===== config.mk =====
export PLATFORM = sky130hd
export DESIGN_NAME = iwc_host_end_flat
export DESIGN_NICKNAME = d
export VERILOG_FILES = /design/src/hw/iwc_pkg.sv /design/src/hw/iwc_link_if.sv /design/src/hw/iwc_host_end.sv /design/src/flat_wrapper.sv
export SDC_FILE = /design/constraint.sdc
export NUM_CORES = 1
export LEC_CHECK = 0
export BUFFER_PORTS_ARGS = -buffer_cell sky130_fd_sc_hd__buf_4
export CORE_MARGIN = 2
export CORE_UTILIZATION = 35
export CTS_BUF_LIST = sky130_fd_sc_hd__clkbuf_2 sky130_fd_sc_hd__clkbuf_4 sky130_fd_sc_hd__clkbuf_8
export DETAILED_ROUTE_END_ITERATION = 8
export PLACE_DENSITY = 0.65
export SYNTH_ARGS = -nofsm -noshare
export SYNTH_HDL_FRONTEND = slang
export SYNTH_SLANG_ARGS = --single-unit

===== constraint.sdc =====
create_clock -name clock -period 6.2 [get_ports clock]
set_clock_uncertainty 0.15 [all_clocks]
set_input_delay 1.24 -clock clock [delete_from_list [all_inputs] [get_ports clock]]
set_output_delay 1.24 -clock clock [all_outputs]
set_load 0.01 [all_outputs]

===== src/hw/iwc_pkg.sv =====
// shared constants for the word checksum link
// assumes: both ends run on one 50 MHz clock
package iwc_pkg;
  localparam int          IWC_DATA_W   = 16;
  localparam int          IWC_BYTE_W   = 8;
  localparam logic [7:0]  IWC_POLY     = 8'h31;
  localparam logic [7:0]  IWC_INIT     = 8'hff;
  localparam logic [7:0]  IWC_FINAL    = 8'h00;
  localparam int          IWC_BYTE_HI  = 8;
  localparam logic [15:0] IWC_REF_WORD = 16'hbeef;
  localparam logic [7:0]  IWC_REF_CRC  = 8'h92;

  typedef enum logic [1:0] {
    IWC_IDLE = 2'b00,
    IWC_HI   = 2'b01,
    IWC_LO   = 2'b11,
    IWC_CRC  = 2'b10
  } iwc_phase_t;

  // crc of one byte, msb first, no reflection
  function automatic logic [7:0] iwc_crc_byte(input logic [7:0] crc, input logic [7:0] data);
    logic [7:0] c;
    c = crc ^ data;
    for (int i = 0; i < IWC_BYTE_W; i++) begin
      c = c[7] ? ((c << 1) ^ IWC_POLY) : (c << 1);
    end
    return c;
  endfunction

  // crc over one 16-bit word, preset fresh every call
  function automatic logic [7:0] iwc_crc_word(input logic [15:0] word);
    logic [7:0] c;
    c = iwc_crc_byte(IWC_INIT, word[15:IWC_BYTE_HI]);
    c = iwc_crc_byte(c, word[IWC_BYTE_HI-1:0]);
    return c ^ IWC_FINAL;
  endfunction
endpackage


===== src/hw/iwc_link_if.sv =====
// byte stream between the two ends: word high byte, low byte, checksum
// assumes: one shared clock; each end owns its own transmit lane
interface iwc_link_if;
  logic [7:0] devByte;   // device to host byte
  logic       devValid;  // device byte strobe
  logic [7:0] hostByte;  // host to device byte
  logic       hostValid; // host byte strobe

  modport dev  (output devByte, output devValid, input hostByte, input hostValid);
  modport host (output hostByte, output hostValid, input devByte, input devValid);
endinterface


===== src/hw/iwc_host_end.sv =====
// host end: sends write words with checksum, checks received read words
// assumes: link strobes are from logic on the same clock
module iwc_host_end
  import iwc_pkg::*;
(
  input  wire logic             clock,     // 50 MHz clock
  input  wire logic             rst,       // async reset, active high
  iwc_link_if.host              link,      // link to the device end
  input  wire logic [15:0]      txWord,    // word to send
  input  wire logic             txStart,   // pulse: send txWord
  output logic                  txBusy,    // sending in progress
  output logic [15:0]           rxWord,    // last received word
  output logic                  rxValid,   // pulse: word received
  output logic                  rxCrcErr   // with rxValid: checksum mismatch
);
  import iwc_pkg::*;

  // ==========================================================
  // transmit
  iwc_phase_t  txPhase_reg;
  logic [15:0] txHold_reg;
  logic [7:0]  txByte_reg;
  logic        txValid_reg;

  always_ff @(posedge clock or posedge rst) begin
    if (rst) begin
      txPhase_reg <= IWC_IDLE;
      txHold_reg  <= '0;
      txByte_reg  <= '0;
      txValid_reg <= 1'b0;
    end else begin
      txValid_reg <= 1'b0;
      case (txPhase_reg)
        IWC_IDLE: begin
          if (txStart) begin
            txHold_reg  <= txWord;
            txByte_reg  <= txWord[15:IWC_BYTE_HI];
            txValid_reg <= 1'b1;
            txPhase_reg <= IWC_HI;
          end
        end
        IWC_HI: begin
          txByte_reg  <= txHold_reg[IWC_BYTE_HI-1:0];
          txValid_reg <= 1'b1;
          txPhase_reg <= IWC_LO;
        end
        IWC_LO: begin
          txByte_reg  <= iwc_crc_word(txHold_reg);
          txValid_reg <= 1'b1;
          txPhase_reg <= IWC_CRC;
        end
        IWC_CRC: txPhase_reg <= IWC_IDLE;
        default: txPhase_reg <= IWC_IDLE;
      endcase
    end
  end

  always_ff @(posedge clock or posedge rst) begin
    if (rst) txBusy <= 1'b0;
    else txBusy <= (txPhase_reg == IWC_IDLE) ? txStart : (txPhase_reg != IWC_CRC);
  end

  assign link.hostByte  = txByte_reg;
  assign link.hostValid = txValid_reg;

  // ==========================================================
  // receive
  logic [1:0]  rxCnt_reg;
  logic [15:0] rxAcc_reg;

  always_ff @(posedge clock or posedge rst) begin
    if (rst) begin
      rxCnt_reg <= '0;
      rxAcc_reg <= '0;
      rxWord    <= '0;
      rxValid   <= 1'b0;
      rxCrcErr  <= 1'b0;
    end else begin
      rxValid  <= 1'b0;
      rxCrcErr <= 1'b0;
      if (link.devValid) begin
        if (rxCnt_reg == 2'd2) begin
          rxCnt_reg <= '0;
          rxWord    <= rxAcc_reg;
          rxValid   <= 1'b1;
          rxCrcErr  <= (iwc_crc_word(rxAcc_reg) != link.devByte);
        end else begin
          rxCnt_reg <= rxCnt_reg + 2'd1;
          rxAcc_reg <= {rxAcc_reg[IWC_BYTE_HI-1:0], link.devByte};
        end
      end
    end
  end
endmodule


===== src/flat_wrapper.sv =====
// flat-port wrapper written by rule: the top's interface ports become plain ports
module iwc_host_end_flat import iwc_pkg::*;
  (clock, rst, txWord, txStart, txBusy, rxWord, rxValid, rxCrcErr, link_hostByte, link_hostValid, link_devByte, link_devValid);
  iwc_link_if link_i ();
  input  wire logic clock;
  input  wire logic rst;
  input  wire logic [15:0] txWord;
  input  wire logic txStart;
  output logic txBusy;
  output logic [15:0] rxWord;
  output logic rxValid;
  output logic rxCrcErr;
  output wire logic [$bits(link_i.hostByte)-1:0] link_hostByte;
  output wire logic [$bits(link_i.hostValid)-1:0] link_hostValid;
  input wire logic [$bits(link_i.devByte)-1:0] link_devByte;
  input wire logic [$bits(link_i.devValid)-1:0] link_devValid;
  assign link_hostByte = link_i.hostByte;
  assign link_hostValid = link_i.hostValid;
  assign link_i.devByte = link_devByte;
  assign link_i.devValid = link_devValid;
  iwc_host_end u_core (.clock(clock), .rst(rst), .link(link_i), .txWord(txWord), .txStart(txStart), .txBusy(txBusy), .rxWord(rxWord), .rxValid(rxValid), .rxCrcErr(rxCrcErr));
endmodule

* After elaboration in Yosys (flattened, before gate mapping)
Index checks and enable logic that the tools add are counted.
Storage, ports and cells: flip-flop bits (word level) 64, word-level logic and storage cells 106, output and inout port bits 28, input bits 28
Cells by class: multiplexer cells 44, add/sub/neg operators 1, reductions and logical operators 7, bitwise gates (word level) 37, equality and inequality tests 7
Operator list (number):
- $mux 6 | 32
- $not 3->3 | 32
- $pmux 8 s3 | 1
- $not 8->8 | 2
- $xor 8x8->8 | 2
- $mux 8 | 1
- $ne 8x8->1 | 1
- $pmux 2 s4 | 1
- $reduce_and 2->1 | 4
- $eq 2x2->1 const B | 3
- $mux 1 | 6
- $mux 2 | 2
- $ne 2x2->1 const B | 2
- $reduce_bool 3->1 | 1
- $add 2x1->2 const B | 1
- $eq 2x1->1 const B | 1
- $logic_not 2->1 | 1
- $pmux 1 s2 | 1
- $reduce_or 2->1 | 1
- $not 1->1 | 1

* Depth between registers and ports, before layout
Gate-level depths: netlist of the first run.
word-level depth 37, mapped depth 7, mapped depth without buffers 6

* Least setup slack after synthesis of the first run
No wires, ideal clock.
path kind in2reg, from input port link_devByte[2], to register u_core.rxCrcErr, path slack 3633 ps, stages on the path 6, buffers on the path 0, data required time 5914 ps, data arrival time 2280 ps, library setup time 136 ps, cell sequence xnor3_1 -> xor2_1 -> and2_1 -> mux2i_1 -> a311oi_1 -> a31oi_1
Between the ends: cells in the longest elaborated chain, start to end 3
RTL lines:
- from (decl) | RTL line flat_wrapper.sv:15 | input wire logic [$bits(link_i.devByte)-1:0] link_devByte;
- $ne 8x8->1 | RTL line iwc_host_end.sv:86 | rxCrcErr <= (iwc_crc_word(rxAcc_reg) != link.devByte);
- $mux 1 | RTL line iwc_host_end.sv:82 | if (rxCnt_reg == 2'd2) begin
- $mux 1 | RTL line iwc_host_end.sv:81 | if (link.devValid) begin
- to (signal assigned) | RTL line iwc_host_end.sv:86
- to (decl) | RTL line iwc_host_end.sv:14 | output logic rxCrcErr
Every way passes these cells. A chain may end at the register's enable or synchronous reset.

* Final worst setup path of the first run
from input port link_devValid, to register u_core.rxWord[6]
Between the ends: cells in the longest elaborated chain, start to end 1
RTL lines:
- from (decl) | RTL line flat_wrapper.sv:16 | input wire logic [$bits(link_i.devValid)-1:0] link_devValid;
- $reduce_and 2->1 (no source line)
- to (signal assigned) | RTL line iwc_host_end.sv:84 | rxWord <= rxAcc_reg;
- to (decl) | RTL line iwc_host_end.sv:12 | output logic [15:0] rxWord,
Every way passes these cells.

==> results of run 1 <==
-- per-layer routing --
layer	global-route usage (%)	up-vias	part of all wire (%)
met4	5.74	0	1.7
li1	-	1158	-
met3	4.17	11	6.1
met2	25.6	66	50
met1	19.0	1138	42
met5	0	-	0
-- worst max-delay path: cells and delay by family --
kind | cells | cell delay, ns
buffers and inverters | 2 | 0.74
and+or+nand+nor | 3 | 0.80
-- per-stage QoR --
stage,hold slack [ns],cell area [µm²],utilization [%],setup WS [ns],instances
2_1_floorplan,0.304,3380,-,3.21,324
3_3_place_gp,0.316,3920,42.3,3.17,497
3_5_place_dp,0.317,3920,42.3,3.11,497
4_1_cts,0.340,4140,44.6,3.47,513
5_1_grt,0.364,4140,44.6,3.24,513
6_report,0.336,4140,44.6,3.51,513
-- layout make-up --
class	instances	area, µm²	area share, %
Timing Repair Buffer	58	435	10.5
Inverter	9	33.8	0.815
Sequential cell	64	1600	38.7
Clock inverter	5	81.3	1.96
Multi-Input combinational cell	237	1690	40.8
Clock buffer	11	139	3.35
Tap cell	129	161	3.90
-- cells by family (layout without fill, tap and decap cells) --
logic type / after synthesis / after routing / share of synthesized area, %
xor gates and xnor gates: 67 / 67 / 23.8
and+or+nand+nor: 115 / 115 / 13.8
buffers and inverters: 23 / 83 / 2.59
AOI/OAI and AO/OA: 36 / 36 / 6.18
DFF: 64 / 64 / 47.4
muxes: 19 / 19 / 6.26
-- how the worst max path moves through the flow --
stage | from | endpoint | slack [ns] | cells past startpoint
finish | link_devValid | u_core.rxWord[6]$_DFFE_PP0P_ | 3.51 | 5
global route | link_devValid | u_core.rxWord[15]$_DFFE_PP0P_ | 3.24 | 5
CTS | link_devValid | u_core.rxWord[0]$_DFFE_PP0P_ | 3.47 | 5
detailed placement | link_devValid | u_core.rxWord[12]$_DFFE_PP0P_ | 3.11 | 5
global placement | link_devValid | u_core.rxWord[1]$_DFFE_PP0P_ | 3.17 | 5
floorplan | rst | u_core.link.hostByte[0]$_DFFE_PP0P_ | 3.21 | 1
-- cell usage in the layout, fill, tap and decap left out, types with 4 or more instances in the layout --
cell | netlist | layout
a21oi_1 | 6 | 6
buf_4 | 0 | 58
clkbuf_8 | 0 | 9
dfrtp_1 | 64 | 64
inv_1 | 8 | 7
mux2_2 | 17 | 17
nand2_1 | 94 | 94
nand3_1 | 4 | 4
nor2_1 | 6 | 6
o21ai_0 | 14 | 14
o21ai_1 | 4 | 4
xnor2_1 | 36 | 36
xnor3_1 | 10 | 10
xor2_1 | 15 | 15
-- synth_stat cells, types with 3 or more instances --
cell type,n
a21oi_1,6
dfrtp_1,64
xnor2_1,36
inv_1,8
o21ai_0,14
xor2_1,15
nand2b_1,3
o21ai_1,4
mux2_2,17
a31oi_1,3
nand3_1,4
nand2_1,94
nor2_1,6
o21a_1,3
clkbuf_1,13
xnor3_1,10
==> flow_summary.toml, run 1 <==
[synthesis]
synthTopCellsByArea = "dfrtp_1 47%, nand2_1 10%, xnor2_1 9.3%"
synth_area_mm2 = 0.00338
synth_edf_count = 0
ys_seq_elements = 64
synth_cell_type_count = 35
synth_nets = 352
syn-mean-instance-area_um2 = 10.4
synth_top_area_cell = "dfrtp_1"
synthCells = 324
synthArstFlopShare_pct = 100
yosysWarnings = 0
netlist.area_leader.share_pct = 47.4
ys.flop_type = "dfrtp_1"
ys_seq_area_share_pct = 47.4

[timing]
slew_headroom_pct = 47.5
rsz0062_at_grt = "no"
final.setup.tns_ns = 0
fin_crit_sh_pct = 43.4
setup_viol = 0
hold_viol = 0
tightest_slew_ns = 0.788
fin_crit_ns = 2.69
slew_violations = 0
fmax_mhz = 372

[status]
status = "finished, final reports clean"

[floorplanning]
die_h_um = 102
core-area_mm2 = 0.00928
die_area_mm2 = 0.0105
start_util_pct = 36.4
pin_count = 56
die_w_um = 102
rows = 35

[setup_path]
cp_slowest_cell = "clkinv_1"
critical_path.max_stage_delay_ns = 0.61
worstSetupPathType = "in2reg"
worstPathCellList = "buf_4, nand3_1, clkinv_1, nand2_1, nand2_1"
critPathCaptureType = "register"
cp_data_arrival_time_ns = 2.77
r2r_slack_ns = 3.80
r2r-end = "u_core.link.hostByte[4]$_DFFE_PP0P_"
reg2reg_depth = 6
crit_required_ns = 6.28
reg2reg_from = "u_core.txHold_reg[9]$_DFFE_PP0P_"
cp_common_cell = "nand2_1"
crit_fanout = 18
cp-start-kind = "input pin"

[route]
wl_per_cell_um = 14.2
via_per_inst = 4.63
wirelength_mm = 7.27
drcViolationCount = 0
drt_iter0_markers = 63
vias = 2373
ant_nets = 0
dr.pass1.iters = 7

[global_route]
antenna_found_initial = 0
grt_max_degree = 65
grt-ovfl-total = 0
track_usage_pct = 15.3
grt_pass1_wl_mm = 12.0
first_global_vias = 2431

[clocking]
clk_root_buffer_cell = "clkbuf_8"
cts_setup_buffers = 0
hold_buffers = 0
clock_path_buffers = 2
ctsResizeCount = 0
cts_tree = "built"
clkSlewWorstSetupHoldPaths_ns = 0.07
cts_buffers = 9
clock-sinks = 64
htree_num_levels = 3
clock_latency_ns = 0.34

[min_path]
hp-start = "u_core.rxWord[13]$_DFFE_PP0P_"
hold_path_end = "u_core.rxWord[13]$_DFFE_PP0P_"
worstHoldPathType = "reg2reg"
hold_depth = 2

[run]
cap_violations = 0

[placement]
globalplace.congestion = 0.821
hpwl_mm = 5.37
io_buffer_count = 55

[final_layout]
antenna_cells = 0
num-nets-final = 407
fillCellCount = 899
drive_gt1_share_pct = 25.8
syn_to_final_growth_pct = 22.6
Power of run 1 is left out: the tool's default activity adds up to more than one toggle a clock period on the data nets, which glitch-free logic cannot reach.
==> run 2: changes to the inputs <==
--- a/config.mk
+++ b/config.mk
@@ -5,12 +5,13 @@
 export SDC_FILE = /design/constraint.sdc
 export NUM_CORES = 1
 export LEC_CHECK = 0
+export ABC_AREA = 1
 export BUFFER_PORTS_ARGS = -buffer_cell sky130_fd_sc_hd__buf_4
 export CORE_MARGIN = 2
 export CORE_UTILIZATION = 35
 export CTS_BUF_LIST = sky130_fd_sc_hd__clkbuf_2 sky130_fd_sc_hd__clkbuf_4 sky130_fd_sc_hd__clkbuf_8
 export DETAILED_ROUTE_END_ITERATION = 8
-export PLACE_DENSITY = 0.65
+export PLACE_DENSITY = 0.66
 export SYNTH_ARGS = -nofsm -noshare
 export SYNTH_HDL_FRONTEND = slang
 export SYNTH_SLANG_ARGS = --single-unit
==> constraint.sdc (replaced) <==
create_clock -name clock -period 2.3 [get_ports clock]
set_clock_uncertainty 0.15 [all_clocks]
set_input_delay 0.46 -clock clock [delete_from_list [all_inputs] [get_ports clock]]
set_output_delay 0.46 -clock clock [all_outputs]
set_load 0.01 [all_outputs]
==> flow_summary.toml, run 2 <==
[setup_path]
r2r_slack_ns = 0.24
worstSetupPathType = "reg2reg"
crit_fanout = 4
r2r-end = "u_core.rxCrcErr$_DFF_PP0_"
critPathCaptureType = "register"
cp_data_arrival_time_ns = 2.15
cp-start-kind = "register"
reg2reg_depth = 17
crit_required_ns = 2.39
reg2reg_from = "u_core.rxAcc_reg[15]$_DFFE_PP0P_"

[timing]
fin_hold_ws_ns = 0.0635
fin_crit_sh_pct = 89.7
slew_headroom_pct = 53.4
tightest_slew_ns = 0.698
setup_viol = 0
rsz0062_at_grt = "no"
fmax_mhz = 485
hold_viol = 0
final.setup.tns_ns = 0
fin_crit_ns = 2.06
slew_violations = 0

[floorplanning]
die_area_mm2 = 0.0115
pin_count = 56
core-area_mm2 = 0.0104
die_h_um = 107
die_w_um = 107
rows = 37
start_util_pct = 36.1

[synthesis]
syn-mean-instance-area_um2 = 7.16
netlist.area_leader.share_pct = 42.8
synthArstFlopShare_pct = 100
synthTopCellsByArea = "dfrtp_1 43%, nand2_1 21%, o21ai_0 5.9%"
synth_cell_type_count = 24
synth_edf_count = 0
synth_area_mm2 = 0.00374
ys_top_cells_by_count = "205 x nand2_1, 64 x dfrtp_1, 53 x inv_1"
synth_nets = 550
ys.flop_type = "dfrtp_1"
yosysWarnings = 0
ys_seq_area_share_pct = 42.8
ys_seq_elements = 64
synthCells = 522
synth_top_area_cell = "dfrtp_1"
yosysMostFrequentCell = "nand2_1"

[clocking]
clock-sinks = 64
clk_root_buffer_cell = "clkbuf_8"
clock_path_buffers = 2
htree_num_levels = 3
cts_tree = "built"
clock_latency_ns = 0.36
cts_buffers = 9
clkSlewWorstSetupHoldPaths_ns = 0.07

[route]
vias = 3440
drcViolationCount = 0
ant_nets = 0
dr.pass1.iters = 4
drt_iter0_markers = 140
wirelength_mm = 9.12
via_per_inst = 4.73
wl_per_cell_um = 12.5

[global_route]
antenna_found_initial = 0
grt_max_degree = 35
track_usage_pct = 17.4
first_global_vias = 3437
grt_pass1_wl_mm = 15.7
grt-ovfl-total = 0

[final_layout]
syn_to_final_growth_pct = 21.3
final_common_cell = "nand2_1"
fillCellCount = 1094
finalInstanceArea_mm2 = 0.00454
final_cell_mix = "203 x nand2_1, 65 x buf_4, 61 x dfrtp_1"
num-nets-final = 614
antenna_cells = 0
drive_gt1_share_pct = 20.3
multi_input_area_mm2 = 0.00186
regArea_mm2 = 0.00161

[status]
status = "finished, final reports clean"

[min_path]
worstHoldPathType = "in2async"

[placement]
hpwl_mm = 6.99
globalplace.congestion = 0.861
place_area_mm2 = 0.00433
io_buffer_count = 55

[run]
cap_violations = 0
==> run 2: cell types whose count changed in the layout (fill, tap and decap cells not counted), moves of 10 or more <==
cell     before  now
inv_1         7   52
inv_2         1   12
mux2_2       17    0
nand2_1      94  203
nand2_2       0   15
nand3_1       4   41
nor2_1        6   23
o21ai_0      14   44
xnor2_1      36   11
xnor3_1      10    0
==> run 2: cells by family after synthesis <==
| group | synth area share, % |
|---|---|
| AND/OR/NAND/NOR | 32.0 |
| flip-flops | 42.8 |
| XOR/XNOR | 7.93 |
| AO/OA/AOI/OAI | 9.37 |
| buffers and inverters | 7.86 |
==> run 2: worst max-delay path, stage by stage (launching register included) <==
cell and delay (ns):
dfrtp_2 0.43, buf_4 0.15, nand2_1 0.07, nand2_1 0.06, nand2_1 0.10, nand2_2 0.08
nand2_1 0.10, nand2_1 0.07, nand2_2 0.08, nand2_2 0.08, nand2_1 0.08, nand3_1 0.07
nand2_1 0.10, inv_2 0.03, nor2_1 0.09, nor2_1 0.04, nor2_1 0.10, nor2_1 0.04
==> run 2: layout make-up <==
type                    count  area share [%]
multi-input cells         382            41.0
flip-flops and latches     64            35.4
repair buffers             65            10.8
inverters                  64            5.30
well taps                 136            3.75
clock buffers              10            3.03
clock inverters             6           0.772
==> run 2: metal layers <==
layer  routed length (µm)  share of wire, %  track usage, %  vias to the layer above
li1                     -                 -               -                     1755
met5                    0                 0               0                        -
met3                  401               4.4            4.30                       17
met4                  160               1.8            6.78                        0
met1                 4010                44            20.3                     1601
met2                 4550                50            30.7                       67
==> run 2: per-stage QoR <==
step / setup WS, ns / utilization [%] / std cells
floorplan: 0.0919 / - / 522
global placement: 0.276 / 41.7 / 709
detailed placement: 0.207 / 41.7 / 709
CTS: 0.191 / 43.4 / 725
global route: 0.00399 / 43.7 / 727
finish: 0.237 / 43.7 / 727
==> run 2: how the worst max path moves through the flow <==
| stage | from | to | slack [ns] | depth (start not counted) |
|---|---|---|---|---|
| 6_report | u_core.rxAcc_reg[15]$_DFFE_PP0P_ | u_core.rxCrcErr$_DFF_PP0_ | 0.24 | 17 |
| 5_1_grt | u_core.rxAcc_reg[14]$_DFFE_PP0P_ | u_core.rxCrcErr$_DFF_PP0_ | 0.004 | 17 |
| 4_1_cts | u_core.rxAcc_reg[15]$_DFFE_PP0P_ | u_core.rxCrcErr$_DFF_PP0_ | 0.19 | 16 |
| 3_5_place_dp | u_core.rxAcc_reg[15]$_DFFE_PP0P_ | u_core.rxCrcErr$_DFF_PP0_ | 0.21 | 16 |
| 3_3_place_gp | u_core.rxAcc_reg[15]$_DFFE_PP0P_ | u_core.rxCrcErr$_DFF_PP0_ | 0.28 | 16 |
| 2_1_floorplan | rst | u_core.link.hostByte[0]$_DFFE_PP0P_ | 0.09 | 1 |
==> run 2: repair_timing <==
| action | 4_1_cts | 5_1_grt |
|---|---|---|
| gates resized for setup | 0 | 7 |
| endpoints found under the setup margin | 0 | 1 |
| hold buffers | 0 | 0 |
| buffers inserted | 0 | 2 |
Power of run 2 is left out for the same reason.
==> run 3: changes to the inputs <==
--- a/config.mk
+++ b/config.mk
@@ -5,13 +5,13 @@
 export SDC_FILE = /design/constraint.sdc
 export NUM_CORES = 1
 export LEC_CHECK = 0
-export ABC_AREA = 1
 export BUFFER_PORTS_ARGS = -buffer_cell sky130_fd_sc_hd__buf_4
 export CORE_MARGIN = 2
 export CORE_UTILIZATION = 35
 export CTS_BUF_LIST = sky130_fd_sc_hd__clkbuf_2 sky130_fd_sc_hd__clkbuf_4 sky130_fd_sc_hd__clkbuf_8
 export DETAILED_ROUTE_END_ITERATION = 8
-export PLACE_DENSITY = 0.66
+export PLACE_DENSITY = 0.67
+export SKIP_LAST_GASP = 1
 export SYNTH_ARGS = -nofsm -noshare
 export SYNTH_HDL_FRONTEND = slang
 export SYNTH_SLANG_ARGS = --single-unit
==> constraint.sdc (replaced) <==
create_clock -name clock -period 2.3 [get_ports clock]
set_clock_uncertainty 0.15 [all_clocks]
set_input_delay 0.46 -clock clock [delete_from_list [all_inputs] [get_ports clock]]
set_output_delay 0.46 -clock clock [all_outputs]
set_load 0.02 [all_outputs]
==> flow_summary.toml, run 3 (same netlist as run 1, synthesis figures left out) <==
[status]
status = "complete, but fails checks"
violations = "negative hold slack"

[clocking]
clk_root_buffer_cell = "clkbuf_8"
htree_num_levels = 3
clkSlewWorstSetupHoldPaths_ns = 0.07
cts_tree = "built"
clock_path_buffers = 2
cts_buffers = 9
clock_latency_ns = 0.34
hold_buffers = 0
clock-sinks = 64

[route]
vias = 2428
via_per_inst = 4.66
dr.pass1.iters = 4
ant_nets = 0
drt_iter0_markers = 72
drcViolationCount = 0
wl_per_cell_um = 14.9
wirelength_mm = 7.77

[global_route]
grt_pass1_wl_mm = 12.8
grt_busiest_layer = "met2"
grtUsageMet2_pct = 27.5
met1_usage_pct = 20.2
track_usage_pct = 16.2
antenna_found_initial = 0
met3_usage_pct = 4.51
grt_max_degree = 45
first_global_vias = 2572
grt-ovfl-total = 0

[setup_path]
worst-path-buf-inv = 0
cp-start-kind = "register"
cp_slowest_cell = "xnor3_2"
cp_data_arrival_time_ns = 2.31
critPathCaptureType = "register"
worstPathCellList = "xor3_2, xnor3_2, xnor2_4, xnor2_2, xor2_1, o21ai_1"
crit_required_ns = 2.37
critPathTopFamily = "XOR/XNOR gates"
critical_path.max_stage_delay_ns = 0.49
crit_fanout = 3
worstSetupPathType = "reg2reg"

[floorplanning]
core-area_mm2 = 0.00928
rows = 35
die_h_um = 102
die_area_mm2 = 0.0105
pin_count = 56
start_util_pct = 36.4
die_w_um = 102

[final_layout]
fillCellCount = 903
fin_cells = 521
drive_gt1_share_pct = 28.1
num-nets-final = 415
syn_to_final_growth_pct = 24.7
regArea_mm2 = 0.00160
final_cell_mix = "94 x nand2_1, 65 x buf_4, 63 x dfrtp_1"
multi_input_area_mm2 = 0.00172
final_common_cell = "nand2_1"
antenna_cells = 0

[placement]
globalplace.congestion = 0.915
dp_cells = 504
io_buffer_count = 55
hpwl_mm = 5.64

[timing]
fin_crit_sh_pct = 97.1
fmax_mhz = 448
final.setup.tns_ns = 0
hold_viol = 3
fin_crit_ns = 2.23
fin_hold_ws_ns = -0.000478
slew_headroom_pct = 67.6
tightest_slew_ns = 0.484
setup_viol = 0
rsz0062_at_grt = "yes"
slew_violations = 0

[run]
cap_violations = 0

[min_path]
worstHoldPathType = "in2async"
[run 3: changes by cell type in the layout (fill, tap and decap cells not counted), moves of 7 or more]
cell      change
xnor3_1      +10
inv_2        -11
xnor2_1      +23
nand3_1      -37
mux2_2       +17
inv_1        -45
a221oi_1      -7
nor2_1       -17
nand2_2      -15
o21ai_0      -30
nand2_1     -109
[run 3: final timing paths]
path,start,to,slack (ns),depth (start not counted)
worst min register to register,u_core.rxWord[14]$_DFFE_PP0P_,u_core.rxWord[14]$_DFFE_PP0P_,0.33,2
max in group asynchronous,rst,u_core.txHold_reg[2]$_DFFE_PP0P_,1.41,3
min in group clock,txWord[4],u_core.txHold_reg[4]$_DFFE_PP0P_,0.17,3
worst max register to register,u_core.txHold_reg[9]$_DFFE_PP0P_,u_core.link.hostByte[5]$_DFFE_PP0P_,0.07,6
worst min-delay path,rst,u_core.link.hostByte[5]$_DFFE_PP0P_,-0.0005,2
worst max-delay path,u_core.txHold_reg[9]$_DFFE_PP0P_,u_core.link.hostByte[5]$_DFFE_PP0P_,0.07,6
[run 3: worst reg2reg max path, delay by kind of cell (launching register included)]
kind	cells	cell delay [ns]
XOR/XNOR	5	1.50
flip-flops	1	0.38
AO/OA/AOI/OAI	1	0.07
[run 3: layout make-up]
class / count / area share [%]
clock buffers: 12 / 3.47
well taps: 129 / 3.83
multi-input cells: 237 / 40.7
inverters: 9 / 0.802
repair buffers: 66 / 12.1
flip-flops and latches: 64 / 38.0
clock inverters: 4 / 1.07
[run 3: through the flow]
| step | util, % | instance area (µm²) | setup WS, ns |
|---|---|---|---|
| after floorplan | - | 3380 | 0.0919 |
| after global placement | 43.0 | 3990 | 0.114 |
| after detailed placement | 43.0 | 3990 | 0.0442 |
| after CTS | 45.0 | 4180 | 0.0360 |
| after global routing | 45.4 | 4210 | -0.0165 |
| final | 45.4 | 4210 | 0.0668 |
[run 3: repair_timing]
item | CTS | global route
resized for setup | 0 | 4
buffers inserted | 0 | 1
endpoints found under the setup margin | 0 | 5
[run 3: routing by layer]
layer / up-vias / wire, µm
met5: - / 0
met4: 0 / 90
met3: 7 / 444
met2: 70 / 3890
met1: 1175 / 3340
li1: 1176 / -
Power of run 3 is left out for the same reason.
